===== src/shared/vme_map.vh =====
// address map, field positions, reset values and timing for the voice/modem block
`ifndef VME_MAP_VH
`define VME_MAP_VH

// device-select register, shared status on read
`define VME_DEVSEL_ADDR      16'hd1ff
`define VME_DEVSEL_RESET     8'h00
`define VME_SEL_VOICE_BIT    7
`define VME_SEL_MODEM_BIT    1

// voice registers (write only, decoded on the upper 14 address bits)
`define VME_VOICE_CTRL_ADDR  16'hd100
`define VME_VOICE_STRB_ADDR  16'hd104
`define VME_VOICE_IRQEN_BIT  7
`define VME_PHONEME_MSB      5
`define VME_VOICE_RESET      8'h00

// modem line control register and its fields
`define VME_MODEM_CTRL_ADDR  16'hd108
`define VME_MODEM_RESET      8'h00
`define VME_MC_DISK_ATTENTION_BIT      7
`define VME_MC_LOOP_BIT      6
`define VME_MC_PHONE_BIT     5
`define VME_MC_HOOK_BIT      4
`define VME_MC_MIX_BIT       3
`define VME_MC_CUT_BIT       2
`define VME_MC_ORIG_BIT      1
`define VME_MC_SQUELCH_BIT   0

// serial communications interface window
`define VME_SERIAL_ADDR      16'hd10c

// status bit positions within the shared status register
`define VME_STAT_VOICE_BIT   7
`define VME_STAT_SERIAL_BIT  1

// expansion firmware RAM
`define VME_RAM_ADDR         16'hd600
`define VME_RAM_DEPTH        512
`define VME_RAM_AW           9

// length of the strobe pulse given to the synthesizer in ns, and the clock in MHz
`define VME_STROBE_NS        40
`define VME_CLK_MHZ          50

`endif


===== src/hdl/vme_regs.v =====
// voice and modem expansion devices: select, registers, status, firmware RAM
//
// Contract
// RULE1 - 512-byte firmware RAM at D600-D7FF
// RULE2 - all interrupt status read at D1FF only
// RULE3 - voice device is select bit 7
// RULE4 - D100-D103 write loads enable and phoneme
// RULE5 - D104-D107 write sends latched phoneme out
// RULE6 - phoneme request sets status bit 7, interrupt
// RULE7 - status bit 7 ignores the enable bit
// RULE8 - modem device is select bit 1
// RULE9 - D108-D10B loads modem control, bit7 attention
// RULE10 - bits 6,5,4: loopback, phone audio, off hook
// RULE11 - bit 3 mixes audio, bit 2 cuts direct
// RULE12 - bit 1 originate/answer, bit 0 squelch carrier
// RULE13 - serial interface registers at D10C-D10F
// RULE14 - serial interrupt is status bit 1, interrupt
// RULE15 - carrier to DCD, ring to DSR, CTS low
// RULE16 - reset clears serial interface, control to 00
// RULE17 - host dials by hook toggling or tones
// RULE18 - voice interrupt needs request and enable
`include "vme_map.vh"

module vme_regs #(
    parameter RAM_AW    = `VME_RAM_AW,
    parameter RAM_DEPTH = `VME_RAM_DEPTH,
    parameter STROBE_NS = `VME_STROBE_NS,
    parameter CLK_MHZ   = `VME_CLK_MHZ
) (
    // clock and reset
    input  wire       clk,
    input  wire       rst,
    // host expansion bus, strobes are one clock wide
    input  wire [15:0] busAddr,
    input  wire [7:0]  busWrData,
    input  wire        busWrStrobe,
    input  wire        busRdStrobe,
    output reg  [7:0]  busRdData,
    output reg         busRdDataEn,
    output reg         busIrq,
    // speech synthesizer
    input  wire        synthRequest,
    output reg  [5:0]  synthPhoneme,
    output reg         synthStrobe,
    // modem and audio routing
    output reg         diskAttention,
    output reg         modemLoopback,
    output reg         phoneAudioOn,
    output reg         lineOffHook,
    output reg         auxAudioMix,
    output reg         directAudioCut,
    output reg         modemOriginate,
    output reg         carrierSquelch,
    input  wire        carrierDetect_n,
    input  wire        ringDetect_n,
    // serial communications interface
    output reg         serialSelect,
    output reg  [1:0]  serialRegSel,
    output reg         serialWrite,
    output reg  [7:0]  serialWrData,
    input  wire [7:0]  serialRdData,
    input  wire        serialIrq_n,
    output reg         serialReset,
    output reg         serialDcd_n,
    output reg         serialDsr_n,
    output wire        serialCts_n
);
    // strobe width in cycles, rounded up, never below one
    localparam integer STROBE_RAW = (STROBE_NS * CLK_MHZ + 999) / 1000;
    localparam integer STROBE_CYC = (STROBE_RAW < 1) ? 1 : STROBE_RAW;
    // the counter is four bits wide, so a very long strobe is cut to 15
    localparam integer STROBE_SAT = (STROBE_CYC > 15) ? 15 : STROBE_CYC;
    localparam [3:0]   STROBE_LEN = STROBE_SAT[3:0];

    // firmware RAM base; the window size follows the RAM address width
    localparam [15:0]  RAM_BASE   = `VME_RAM_ADDR;

    // read source codes
    localparam [1:0] SRC_STATUS = 2'h0;
    localparam [1:0] SRC_SERIAL = 2'h1;
    localparam [1:0] SRC_RAM    = 2'h2;
    localparam [1:0] SRC_NONE   = 2'h3;

    // four-byte window compare on the upper fourteen address bits
    function inWindow4;
        input [15:0] addr;
        input [15:0] base;
        begin
            inWindow4 = (addr[15:2] == base[15:2]);
        end
    endfunction

    // firmware RAM window compare, 512 bytes at the default width
    function inRamWindow;
        input [15:0] addr;
        begin
            inRamWindow = (addr[15:RAM_AW] == RAM_BASE[15:RAM_AW]);
        end
    endfunction

    // device-select latch and register state
    reg  [7:0] devSelect;
    reg  [7:0] voiceCtrl;
    reg  [7:0] modemCtrl;
    reg  [3:0] strobeCnt;
    reg  [1:0] rdSource;
    reg  [1:0] next_rdSource;

    // synchronised pin inputs and RAM read data
    wire       reqClean;
    wire       serIrqClean_n;
    wire       dcdClean_n;
    wire       dsrClean_n;
    wire [7:0] ramRdData;

    // decodes
    wire voiceSel;
    wire modemSel;
    wire hitDevSel;
    wire hitVoiceCtrl;
    wire hitVoiceStrb;
    wire hitModemCtrl;
    wire hitSerial;
    wire hitRam;
    wire voiceIrq;
    wire serialIrq;
    reg  [7:0] statusValue;

    assign voiceSel  = devSelect[`VME_SEL_VOICE_BIT]; // [RULE3]
    assign modemSel  = devSelect[`VME_SEL_MODEM_BIT]; // [RULE8]
    assign hitDevSel = (busAddr == `VME_DEVSEL_ADDR);
    assign hitVoiceCtrl = voiceSel &&
        inWindow4(busAddr, `VME_VOICE_CTRL_ADDR); // [RULE3] [RULE4]
    assign hitVoiceStrb = voiceSel &&
        inWindow4(busAddr, `VME_VOICE_STRB_ADDR); // [RULE3] [RULE5]
    assign hitModemCtrl = modemSel &&
        inWindow4(busAddr, `VME_MODEM_CTRL_ADDR); // [RULE8] [RULE9]
    assign hitSerial = modemSel &&
        inWindow4(busAddr, `VME_SERIAL_ADDR); // [RULE13]
    // the RAM answers whatever device is selected
    assign hitRam = inRamWindow(busAddr); // [RULE1]

    // only one status register; no separate internal-device copy exists.
    // the voice bit is the raw request, so polling works with irqs off
    always @* begin
        statusValue = 8'h00; // [RULE2]
        statusValue[`VME_STAT_VOICE_BIT]  = reqClean; // [RULE6] [RULE7]
        statusValue[`VME_STAT_SERIAL_BIT] = ~serIrqClean_n; // [RULE14]
    end

    // the voice interrupt is gated by its enable, the serial one is not
    assign voiceIrq  = reqClean && voiceCtrl[`VME_VOICE_IRQEN_BIT]; // [RULE18]
    assign serialIrq = !serIrqClean_n; // [RULE14]

    // clear-to-send is permanently asserted
    assign serialCts_n = 1'b0; // [RULE15]

    // every pin here is asynchronous; the reset values match the idle
    // levels so no false request or interrupt follows reset
    vme_sync #(
        .WIDTH (4),
        .INIT  (4'he)
    ) u_sync (
        .clk   (clk),
        .rst   (rst),
        .pinIn ({serialIrq_n, carrierDetect_n, ringDetect_n,
                 synthRequest}),
        .clean ({serIrqClean_n, dcdClean_n, dsrClean_n, reqClean})
    );

    vme_ram #(
        .AW    (RAM_AW),
        .DEPTH (RAM_DEPTH)
    ) u_ram (
        .clk    (clk),
        .addr   (busAddr[RAM_AW-1:0]),
        .wrEn   (busWrStrobe && hitRam), // [RULE1]
        .wrData (busWrData),
        .rdData (ramRdData)
    );

    // device-select latch; writes to D1FF pick the active device
    // writing zero deselects both devices, while D1FF reads still answer
    always @(posedge clk or posedge rst) begin
        if (rst) begin
            devSelect <= `VME_DEVSEL_RESET;
        end else if (busWrStrobe && hitDevSel) begin
            devSelect <= busWrData;
        end
    end

    // voice control latch; write only, no read path
    always @(posedge clk or posedge rst) begin
        if (rst) begin
            voiceCtrl <= `VME_VOICE_RESET;
        end else if (busWrStrobe && hitVoiceCtrl) begin
            voiceCtrl <= busWrData; // [RULE4]
        end
    end

    // strobe: hand the latched phoneme to the synthesizer; copying it
    // here means a later latch write cannot alter a phoneme in flight
    always @(posedge clk or posedge rst) begin
        if (rst) begin
            synthPhoneme <= 6'h00;
            synthStrobe  <= 1'b0;
            strobeCnt    <= 4'h0;
        end else if (busWrStrobe && hitVoiceStrb) begin
            synthPhoneme <= voiceCtrl[`VME_PHONEME_MSB:0]; // [RULE5]
            synthStrobe  <= 1'b1;
            strobeCnt    <= STROBE_LEN;
        end else if (strobeCnt > 4'h1) begin
            strobeCnt <= strobeCnt - 4'h1;
        end else begin
            strobeCnt   <= 4'h0;
            synthStrobe <= 1'b0;
        end
    end

    // modem line control register, cleared by system reset
    always @(posedge clk or posedge rst) begin
        if (rst) begin
            modemCtrl <= `VME_MODEM_RESET; // [RULE16]
        end else if (busWrStrobe && hitModemCtrl) begin
            modemCtrl <= busWrData; // [RULE9]
        end
    end

    // modem control fields; the host dials by toggling the hook bit
    // or by mixing in tones, so these follow writes with no filtering;
    // registered so the analog switches never see decode glitches
    always @(posedge clk or posedge rst) begin
        if (rst) begin
            diskAttention  <= 1'b0;
            modemLoopback  <= 1'b0;
            phoneAudioOn   <= 1'b0;
            lineOffHook    <= 1'b0;
            auxAudioMix    <= 1'b0;
            directAudioCut <= 1'b0;
            modemOriginate <= 1'b0;
            carrierSquelch <= 1'b0;
        end else begin
            diskAttention  <= modemCtrl[`VME_MC_DISK_ATTENTION_BIT]; // [RULE9]
            modemLoopback  <= modemCtrl[`VME_MC_LOOP_BIT]; // [RULE10]
            phoneAudioOn   <= modemCtrl[`VME_MC_PHONE_BIT]; // [RULE10]
            lineOffHook    <= modemCtrl[`VME_MC_HOOK_BIT]; // [RULE10] [RULE17]
            auxAudioMix    <= modemCtrl[`VME_MC_MIX_BIT]; // [RULE11] [RULE17]
            directAudioCut <= modemCtrl[`VME_MC_CUT_BIT]; // [RULE11]
            modemOriginate <= modemCtrl[`VME_MC_ORIG_BIT]; // [RULE12]
            carrierSquelch <= modemCtrl[`VME_MC_SQUELCH_BIT]; // [RULE12]
        end
    end

    // serial interface access, presented one clock after the request
    always @(posedge clk or posedge rst) begin
        if (rst) begin
            serialSelect <= 1'b0;
            serialRegSel <= 2'h0;
            serialWrite  <= 1'b0;
            serialWrData <= 8'h00;
        end else begin
            serialSelect <= (busWrStrobe || busRdStrobe) &&
                hitSerial; // [RULE13]
            serialRegSel <= busAddr[1:0];
            serialWrite  <= busWrStrobe && hitSerial;
            serialWrData <= busWrData;
        end
    end

    // serial interface reset and modem status lines
    // the serial chip is held in reset one clock past the bus reset
    always @(posedge clk or posedge rst) begin
        if (rst) begin
            serialReset <= 1'b1; // [RULE16]
            serialDcd_n <= 1'b1;
            serialDsr_n <= 1'b1;
        end else begin
            serialReset <= 1'b0;
            serialDcd_n <= dcdClean_n; // [RULE15]
            serialDsr_n <= dsrClean_n; // [RULE15]
        end
    end

    // host interrupt: voice needs the enable, status bit does not
    always @(posedge clk or posedge rst) begin
        if (rst) begin
            busIrq <= 1'b0;
        end else begin
            busIrq <= voiceIrq || serialIrq; // [RULE6] [RULE14] [RULE18]
        end
    end

    // choose which source answers a read
    always @* begin
        next_rdSource = SRC_NONE;
        if (hitDevSel) begin
            next_rdSource = SRC_STATUS;
        end else if (hitSerial) begin
            next_rdSource = SRC_SERIAL;
        end else if (hitRam) begin
            next_rdSource = SRC_RAM;
        end
    end

    // read stage one: note the source; RAM and serial data arrive next
    // write-only windows fall through to no source and never answer
    always @(posedge clk or posedge rst) begin
        if (rst) begin
            rdSource <= SRC_NONE;
        end else if (busRdStrobe) begin
            rdSource <= next_rdSource;
        end else begin
            rdSource <= SRC_NONE;
        end
    end

    // read stage two: drive the answer for one clock;
    // status is sampled at this edge so it is never older than one cycle
    always @(posedge clk or posedge rst) begin
        if (rst) begin
            busRdData   <= 8'h00;
            busRdDataEn <= 1'b0;
        end else begin
            case (rdSource)
                SRC_STATUS: begin
                    busRdData   <= statusValue; // [RULE2] [RULE6] [RULE7] [RULE14]
                    busRdDataEn <= 1'b1;
                end
                SRC_SERIAL: begin
                    busRdData   <= serialRdData; // [RULE13]
                    busRdDataEn <= 1'b1;
                end
                SRC_RAM: begin
                    busRdData   <= ramRdData; // [RULE1]
                    busRdDataEn <= 1'b1;
                end
                default: begin
                    busRdData   <= 8'h00;
                    busRdDataEn <= 1'b0;
                end
            endcase
        end
    end
endmodule // vme_regs


===== src/hdl/vme_sync.v =====
// three-stage synchroniser with agreement filter for pin inputs
module vme_sync #(
    parameter WIDTH = 1,
    parameter [WIDTH-1:0] INIT = {WIDTH{1'b0}}
) (
    // clock and reset
    input  wire             clk,
    input  wire             rst,
    // pin side and clean side
    input  wire [WIDTH-1:0] pinIn,
    output reg  [WIDTH-1:0] clean
);
    reg [WIDTH-1:0] stage1;
    reg [WIDTH-1:0] stage2;
    reg [WIDTH-1:0] stage3;
    integer i;

    // stage1 feeds only stage2; a bit changes once stages 2 and 3 agree
    always @(posedge clk or posedge rst) begin
        if (rst) begin
            stage1 <= INIT;
            stage2 <= INIT;
            stage3 <= INIT;
            clean  <= INIT;
        end else begin
            stage1 <= pinIn;
            stage2 <= stage1;
            stage3 <= stage2;
            for (i = 0; i < WIDTH; i = i + 1) begin
                if (stage2[i] == stage3[i]) begin
                    clean[i] <= stage3[i];
                end
            end
        end
    end
endmodule // vme_sync


===== src/hdl/vme_ram.v =====
// flip-flop RAM for expansion firmware, one read port registered
module vme_ram #(
    parameter AW = 9,
    parameter DEPTH = 512
) (
    // clock
    input  wire          clk,
    // access
    input  wire [AW-1:0] addr,
    input  wire          wrEn,
    input  wire [7:0]    wrData,
    output reg  [7:0]    rdData
);
    // contents are not cleared by reset, like a real static RAM
    reg [7:0] mem [0:DEPTH-1];

    always @(posedge clk) begin
        if (wrEn) begin
            mem[addr] <= wrData;
        end
        rdData <= mem[addr];
    end
endmodule // vme_ram


===== config.mk =====
export PLATFORM = sky130hd
export DESIGN_NAME = vme_regs
export DESIGN_NICKNAME = d
export VERILOG_FILES = /design/src/hdl/vme_regs.v /design/src/hdl/vme_sync.v /design/src/hdl/vme_ram.v
export VERILOG_INCLUDE_DIRS = /design/src /design/src/shared
export SDC_FILE = /design/constraint.sdc
export NUM_CORES = 2
export LEC_CHECK = 0
export ABC_CLOCK_PERIOD_IN_PS = 4700
export BUFFER_PORTS_ARGS = -buffer_cell sky130_fd_sc_hd__buf_2
export CORE_UTILIZATION = 42
export CTS_BUF_LIST = sky130_fd_sc_hd__clkbuf_4
export CTS_CLUSTER_SIZE = 16
export DETAILED_ROUTE_END_ITERATION = 8
export SYNTH_ARGS = -nofsm -noshare
export SYNTH_HDL_FRONTEND = slang
export SYNTH_SLANG_ARGS = --single-unit

===== constraint.sdc =====
create_clock -name clk -period 4.7 [get_ports clk]
set_input_delay 0.47 -clock clk [delete_from_list [all_inputs] [get_ports clk]]
set_output_delay 0.47 -clock clk [all_outputs]
set_load 0.03 [all_outputs]

* Word-level counts from Yosys, hierarchy flattened
Memories as Yosys holds them, arrays and structs flattened. A register that Yosys moved wholly into a read port is not among the register bits. Cells that the tools add are included.
Operators by class: $add $sub $neg 1, order comparisons 1, eq/ne operators 13, multiplexer cells 12, bitwise logic cells 1, reductions and logical operators 17
Operator list (number):
- $eq A14 B14 Y1 const B | 4
- $pmux W8 S3 | 1
- $eq A16 B16 Y1 const B | 1
- $logic_and A1 B1 Y1 | 12
- $mux W4 | 2
- $eq A7 B7 Y1 const B | 1
- $mux W1 | 6
- $mux W2 | 3
- $eq A1 B1 Y1 | 4
- $gt A4 B1 Y1 const B | 1
- $sub A4 B1 Y4 const B | 1
- $reduce_or A3 Y1 | 1
- $eq A2 B1 Y1 const B | 1
- $eq A2 B2 Y1 const B | 1
- $logic_not A2 Y1 | 1
- $logic_or A1 B1 Y1 | 2
- $ne A2 B2 Y1 const B | 1
- $logic_not A1 Y1 | 1
- $not A1 Y1 | 1
Storage, ports and cells: register bits 86, memory bits (writable) 4096, bits of input ports 40, output and inout bits 41, logic and storage cells 78, memories kept 1
Memory list:
- u_ram.mem | words 512, width 8, rd ports 1, clocked after memory_dff 1, write ports 1, line vme_ram.v:15 | reg [7:0] mem [0:DEPTH-1];

* Depth between registers and ports, before layout
depth after elaboration 5, depth in mapped cells 14, mapped depth without buffers 7

* By module
A second synthesis with hierarchy kept.
Second synthesis, totals: cells, all modules 7747, area total of the unflattened synthesis 161158.3 um2
By module, submodules not included:
- vme_ram | instances 1, cells each 7575, area each 158359.4 um2, sequential area each 123158.1 um2
- vme_regs | instances 1, cells each 151, area each 2334.7 um2, sequential area each 1582.8 um2
- vme_sync | instances 1, cells each 21, area each 464.2 um2, sequential area each 415.4 um2

* Worst setup path before layout
Ideal clock, no wire load.
kind input -> register, from in busAddr[6], to mem u_ram.mem[95][0] (enable), setup time 370 ps, data arrival time 2837 ps, data required time 4330 ps, setup slack 1493 ps, stages on the path 8, path through clkbuf_1 -> buf_2 -> nor3b_1 -> clkbuf_1 -> buf_1 -> nand2_1 -> clkbuf_1 -> nor2_1
RTL lines:
- from (decl) | line vme_regs.v:34 | input wire [15:0] busAddr,
- to (decl) | line vme_ram.v:15
No word-level cell before the write port.

==> results.json <==
{
  "vias_per_cell": 5.95,
  "gp_congestion": 0.889,
  "cpPeakStageDelay_ns": 1.08,
  "grt_pass1_vias": 90300,
  "cp.arrival_ns": 5.60,
  "cts_root_buf": "clkbuf_4",
  "slowest_stage": "o21ai_0",
  "grt-ovfl-total": 0,
  "chipHeight_um": 623,
  "fin_ws_ns": 0.680,
  "leakage_nw": 61.8,
  "cp-start-kind": "flop",
  "yosysWarnings": 0,
  "synthCells": 7700,
  "grt_pass1_wl_um": 679000,
  "timing.hold.ws_ns": 0.272,
  "setup_viol": 0,
  "drtIter0Drc": 11800,
  "finalCritPeriodShare": 0.855,
  "fp.coreArea_mm2": 0.383,
  "instances_no_fill": 15000,
  "drcViolationCount": 0,
  "synth_top_area_cell": "edfxtp_1",
  "crit_top_cell": "or4b_1",
  "min_period_ns": 4.02,
  "path_cells": "mux4_1, mux2i_1, o22ai_1, o21ai_0, buf_4, or4b_1, nor4_1, or4b_1",
  "slew_headroom": 0.0466,
  "grt_max_degree": 168,
  "ys_seq_elements": 4183,
  "cpLargestDelayFamily": "simple AND/OR/NAND/NOR gates",
  "synthesis.area_mm2": 0.162,
  "crit_required_ns": 6.28,
  "slew_viol_final": 0,
  "path_clk_slew_ns": 0.07,
  "worstMarginPinSlew_ns": 1.42,
  "post-place-cells": 13100,
  "clkPwrFrac": 0.403,
  "final_net_count": 9335,
  "synthMostInstantiatedCell": "edfxtp_1",
  "status": "finished clean",
  "pwr-share-comb": 0.052,
  "fp.dieW_um": 623,
  "path_buf_inv": 1,
  "synth_area_per_cell_um2": 21.0,
  "hold_viol": 0,
  "ys_top_cells_by_area": "edfxtp_1, mux4_2, mux2i_1",
  "insertion_delay_ns": 1.70,
  "area_growth_pct": 15.6,
  "ctsResizeCount": 0,
  "start_util": 0.423,
  "ys_seq_area_frac": 0.772,
  "dr.pass1.iters": 5,
  "setup-tns-final_ns": 0,
  "p_per_area_mw_per_mm2": 401,
  "multi_input_area_mm2": 0.0345,
  "post_cts_buffers": 0,
  "wl_per_cell_um": 32.3,
  "crit_path_end_kind": "flop",
  "power_switching_mw": 17.1,
  "irDropWorstVdd_mv": 0.277,
  "seqPwrFrac": 0.546,
  "port_buffers": 79,
  "cts_hold_buf": 87,
  "num_vias": 89400,
  "rsz0062_at_grt": "false",
  "final_util": 0.489,
  "async_flop_share": 0.0189,
  "wirelength_um": 485000,
  "yosysUniqueCellTypes": 84,
  "grt_usage": 0.250,
  "synth-edff-count": 4096,
  "cap_violations": 0,
  "drive_gt1_frac": 0.353,
  "post-place-ws_ns": -0.186,
  "cts_num_sinks": 4183,
  "detail-route-antenna-nets": 0,
  "critPathKind": "flop to flop",
  "synth_ff_type": "edfxtp_1",
  "ys_top_cells_by_count": "edfxtp_1, mux4_2, nor2_1",
  "rows": 227,
  "die_area_mm2": 0.388,
  "clock_path_buffers": 5,
  "internal_power_mw": 58.1,
  "grt_antenna_before_repair": 36,
  "num_io_pins": 81,
  "layout.area.seq_mm2": 0.125,
  "hpwl_um": 305000,
  "cts_tree": "built",
  "swShare": 0.227,
  "worstHoldPathType": "primary input to flop",
  "h-tree-depth": 7,
  "fmaxAchievable_ghz": 0.249,
  "netlist.area_leader.share": 0.759,
  "path_max_fanout": 1,
  "fin_skew_ns": 0.169,
  "n_fill_cell": 31400,
  "cts_buffers": 1135
}
cell families after synthesis:
family / after synthesis / share of synthesized area
flip-flops: 4183 / 0.772
adder cells (fa/ha/maj): 6 / 0.000401
multiplexers: 1350 / 0.155
XOR/XNOR: 2 / 0.000108
AO/OA/AOI/OAI: 563 / 0.0244
other: 1 / 0.0000231
AND/OR/NAND/NOR: 1117 / 0.0313
buffers and inverters: 478 / 0.0163
sequential cells by signal, summed over array words and instances (netlist names), 2 cells and up:
signal	cells
synthPhoneme	6
u_sync.clean	4
u_sync.stage3	4
serialRegSel	2
strobeCnt	4
modemCtrl	8
u_sync.stage1	4
devSelect	2
u_ram.rdData	8
u_sync.stage2	4
rdSource	2
serialWrData	8
u_ram.mem	4096
busRdData	8
voiceCtrl	7
layer usage:
| metal | part of all wire | wire, µm | global-route usage | vias to the layer above |
|---|---|---|---|---|
| met2 | 0.47 | 228000 | 0.384 | 5451 |
| met3 | 0.099 | 47900 | 0.0611 | 1004 |
| met1 | 0.39 | 188000 | 0.334 | 47000 |
| li1 | - | - | - | 35900 |
| met5 | 0.00019 | 90 | 0 | - |
| met4 | 0.045 | 22000 | 0.124 | 16 |
area by class of cell:
cell class / instances / share of cell area
Inverter: 13 / 0.000327
Antenna cell: 35 / 0.000468
Multi-Input combinational cell: 3040 / 0.184
Clock inverter: 201 / 0.00540
Tap cell: 5038 / 0.0337
Clock buffer: 1586 / 0.0636
Sequential cell: 4183 / 0.668
Timing Repair Buffer: 920 / 0.0440
cell usage in the layout, fill, tap and decap left out, drive strengths merged, types with 11 or more instances in the layout:
| cell type | count |
|---|---|
| a211oi | 25 |
| and3 | 28 |
| clkbuf | 1587 |
| nor4 | 18 |
| diode | 35 |
| inv | 42 |
| o22ai | 98 |
| mux4 | 927 |
| a31oi | 22 |
| mux2 | 35 |
| a32oi | 14 |
| nor2 | 569 |
| a22o | 32 |
| nor3 | 19 |
| mux2i | 388 |
| dfstp | 17 |
| clkinv | 161 |
| edfxtp | 4096 |
| a22oi | 146 |
| nand4 | 53 |
| o21ai | 63 |
| and4 | 11 |
| nand2 | 186 |
| buf | 841 |
| dfrtp | 62 |
| nand3 | 134 |
| nor2b | 22 |
| and2 | 17 |
| dlygate4sd3 | 78 |
| a21oi | 61 |
| a221oi | 20 |
| o211ai | 15 |
tightest hold or removal path, delay by kind of cell:
kind / cells / cell delay (ns)
AOI/OAI and AO/OA: 1 / 0.50
buffers and inverters: 2 / 0.75
path summary, 6_finish.rpt:
path | slack (ns) | cells past startpoint | from | to
min in group asynchronous | 0.57 | 5 | rst | u_sync.clean[2]
min reg2reg | 0.33 | 0 | u_sync.stage2[3] | u_sync.stage3[3]
max reg2reg | 0.68 | 8 | u_ram.mem[362][0] | u_ram.rdData[0]
max | 0.68 | 8 | u_ram.mem[362][0] | u_ram.rdData[0]
min | 0.27 | 3 | busRdStrobe | rdSource[1]
max in group asynchronous | 3.52 | 6 | rst | u_sync.stage2[3]
power by group through the flow:
stage | clock (mW) | combinational, mW | sequential, mW
after CTS | 30.8 | 3.87 | 41.0
after global routing | 32.6 | 4.00 | 41.0
after floorplan | 0 | 1.79 | 41.8
final | 30.3 | 3.88 | 41.0
after detailed placement | 0 | 3.76 | 41.8
after global placement | 0 | 3.70 | 41.8
per-stage QoR:
stage,power [mW],cell area [µm²]
2_1_floorplan,43.6,162000
3_3_place_gp,45.5,173000
3_5_place_dp,45.6,173000
4_1_cts,75.7,187000
5_1_grt,77.6,187000
6_report,75.2,187000
No activity file was read; power rests on OpenSTA's default activity.
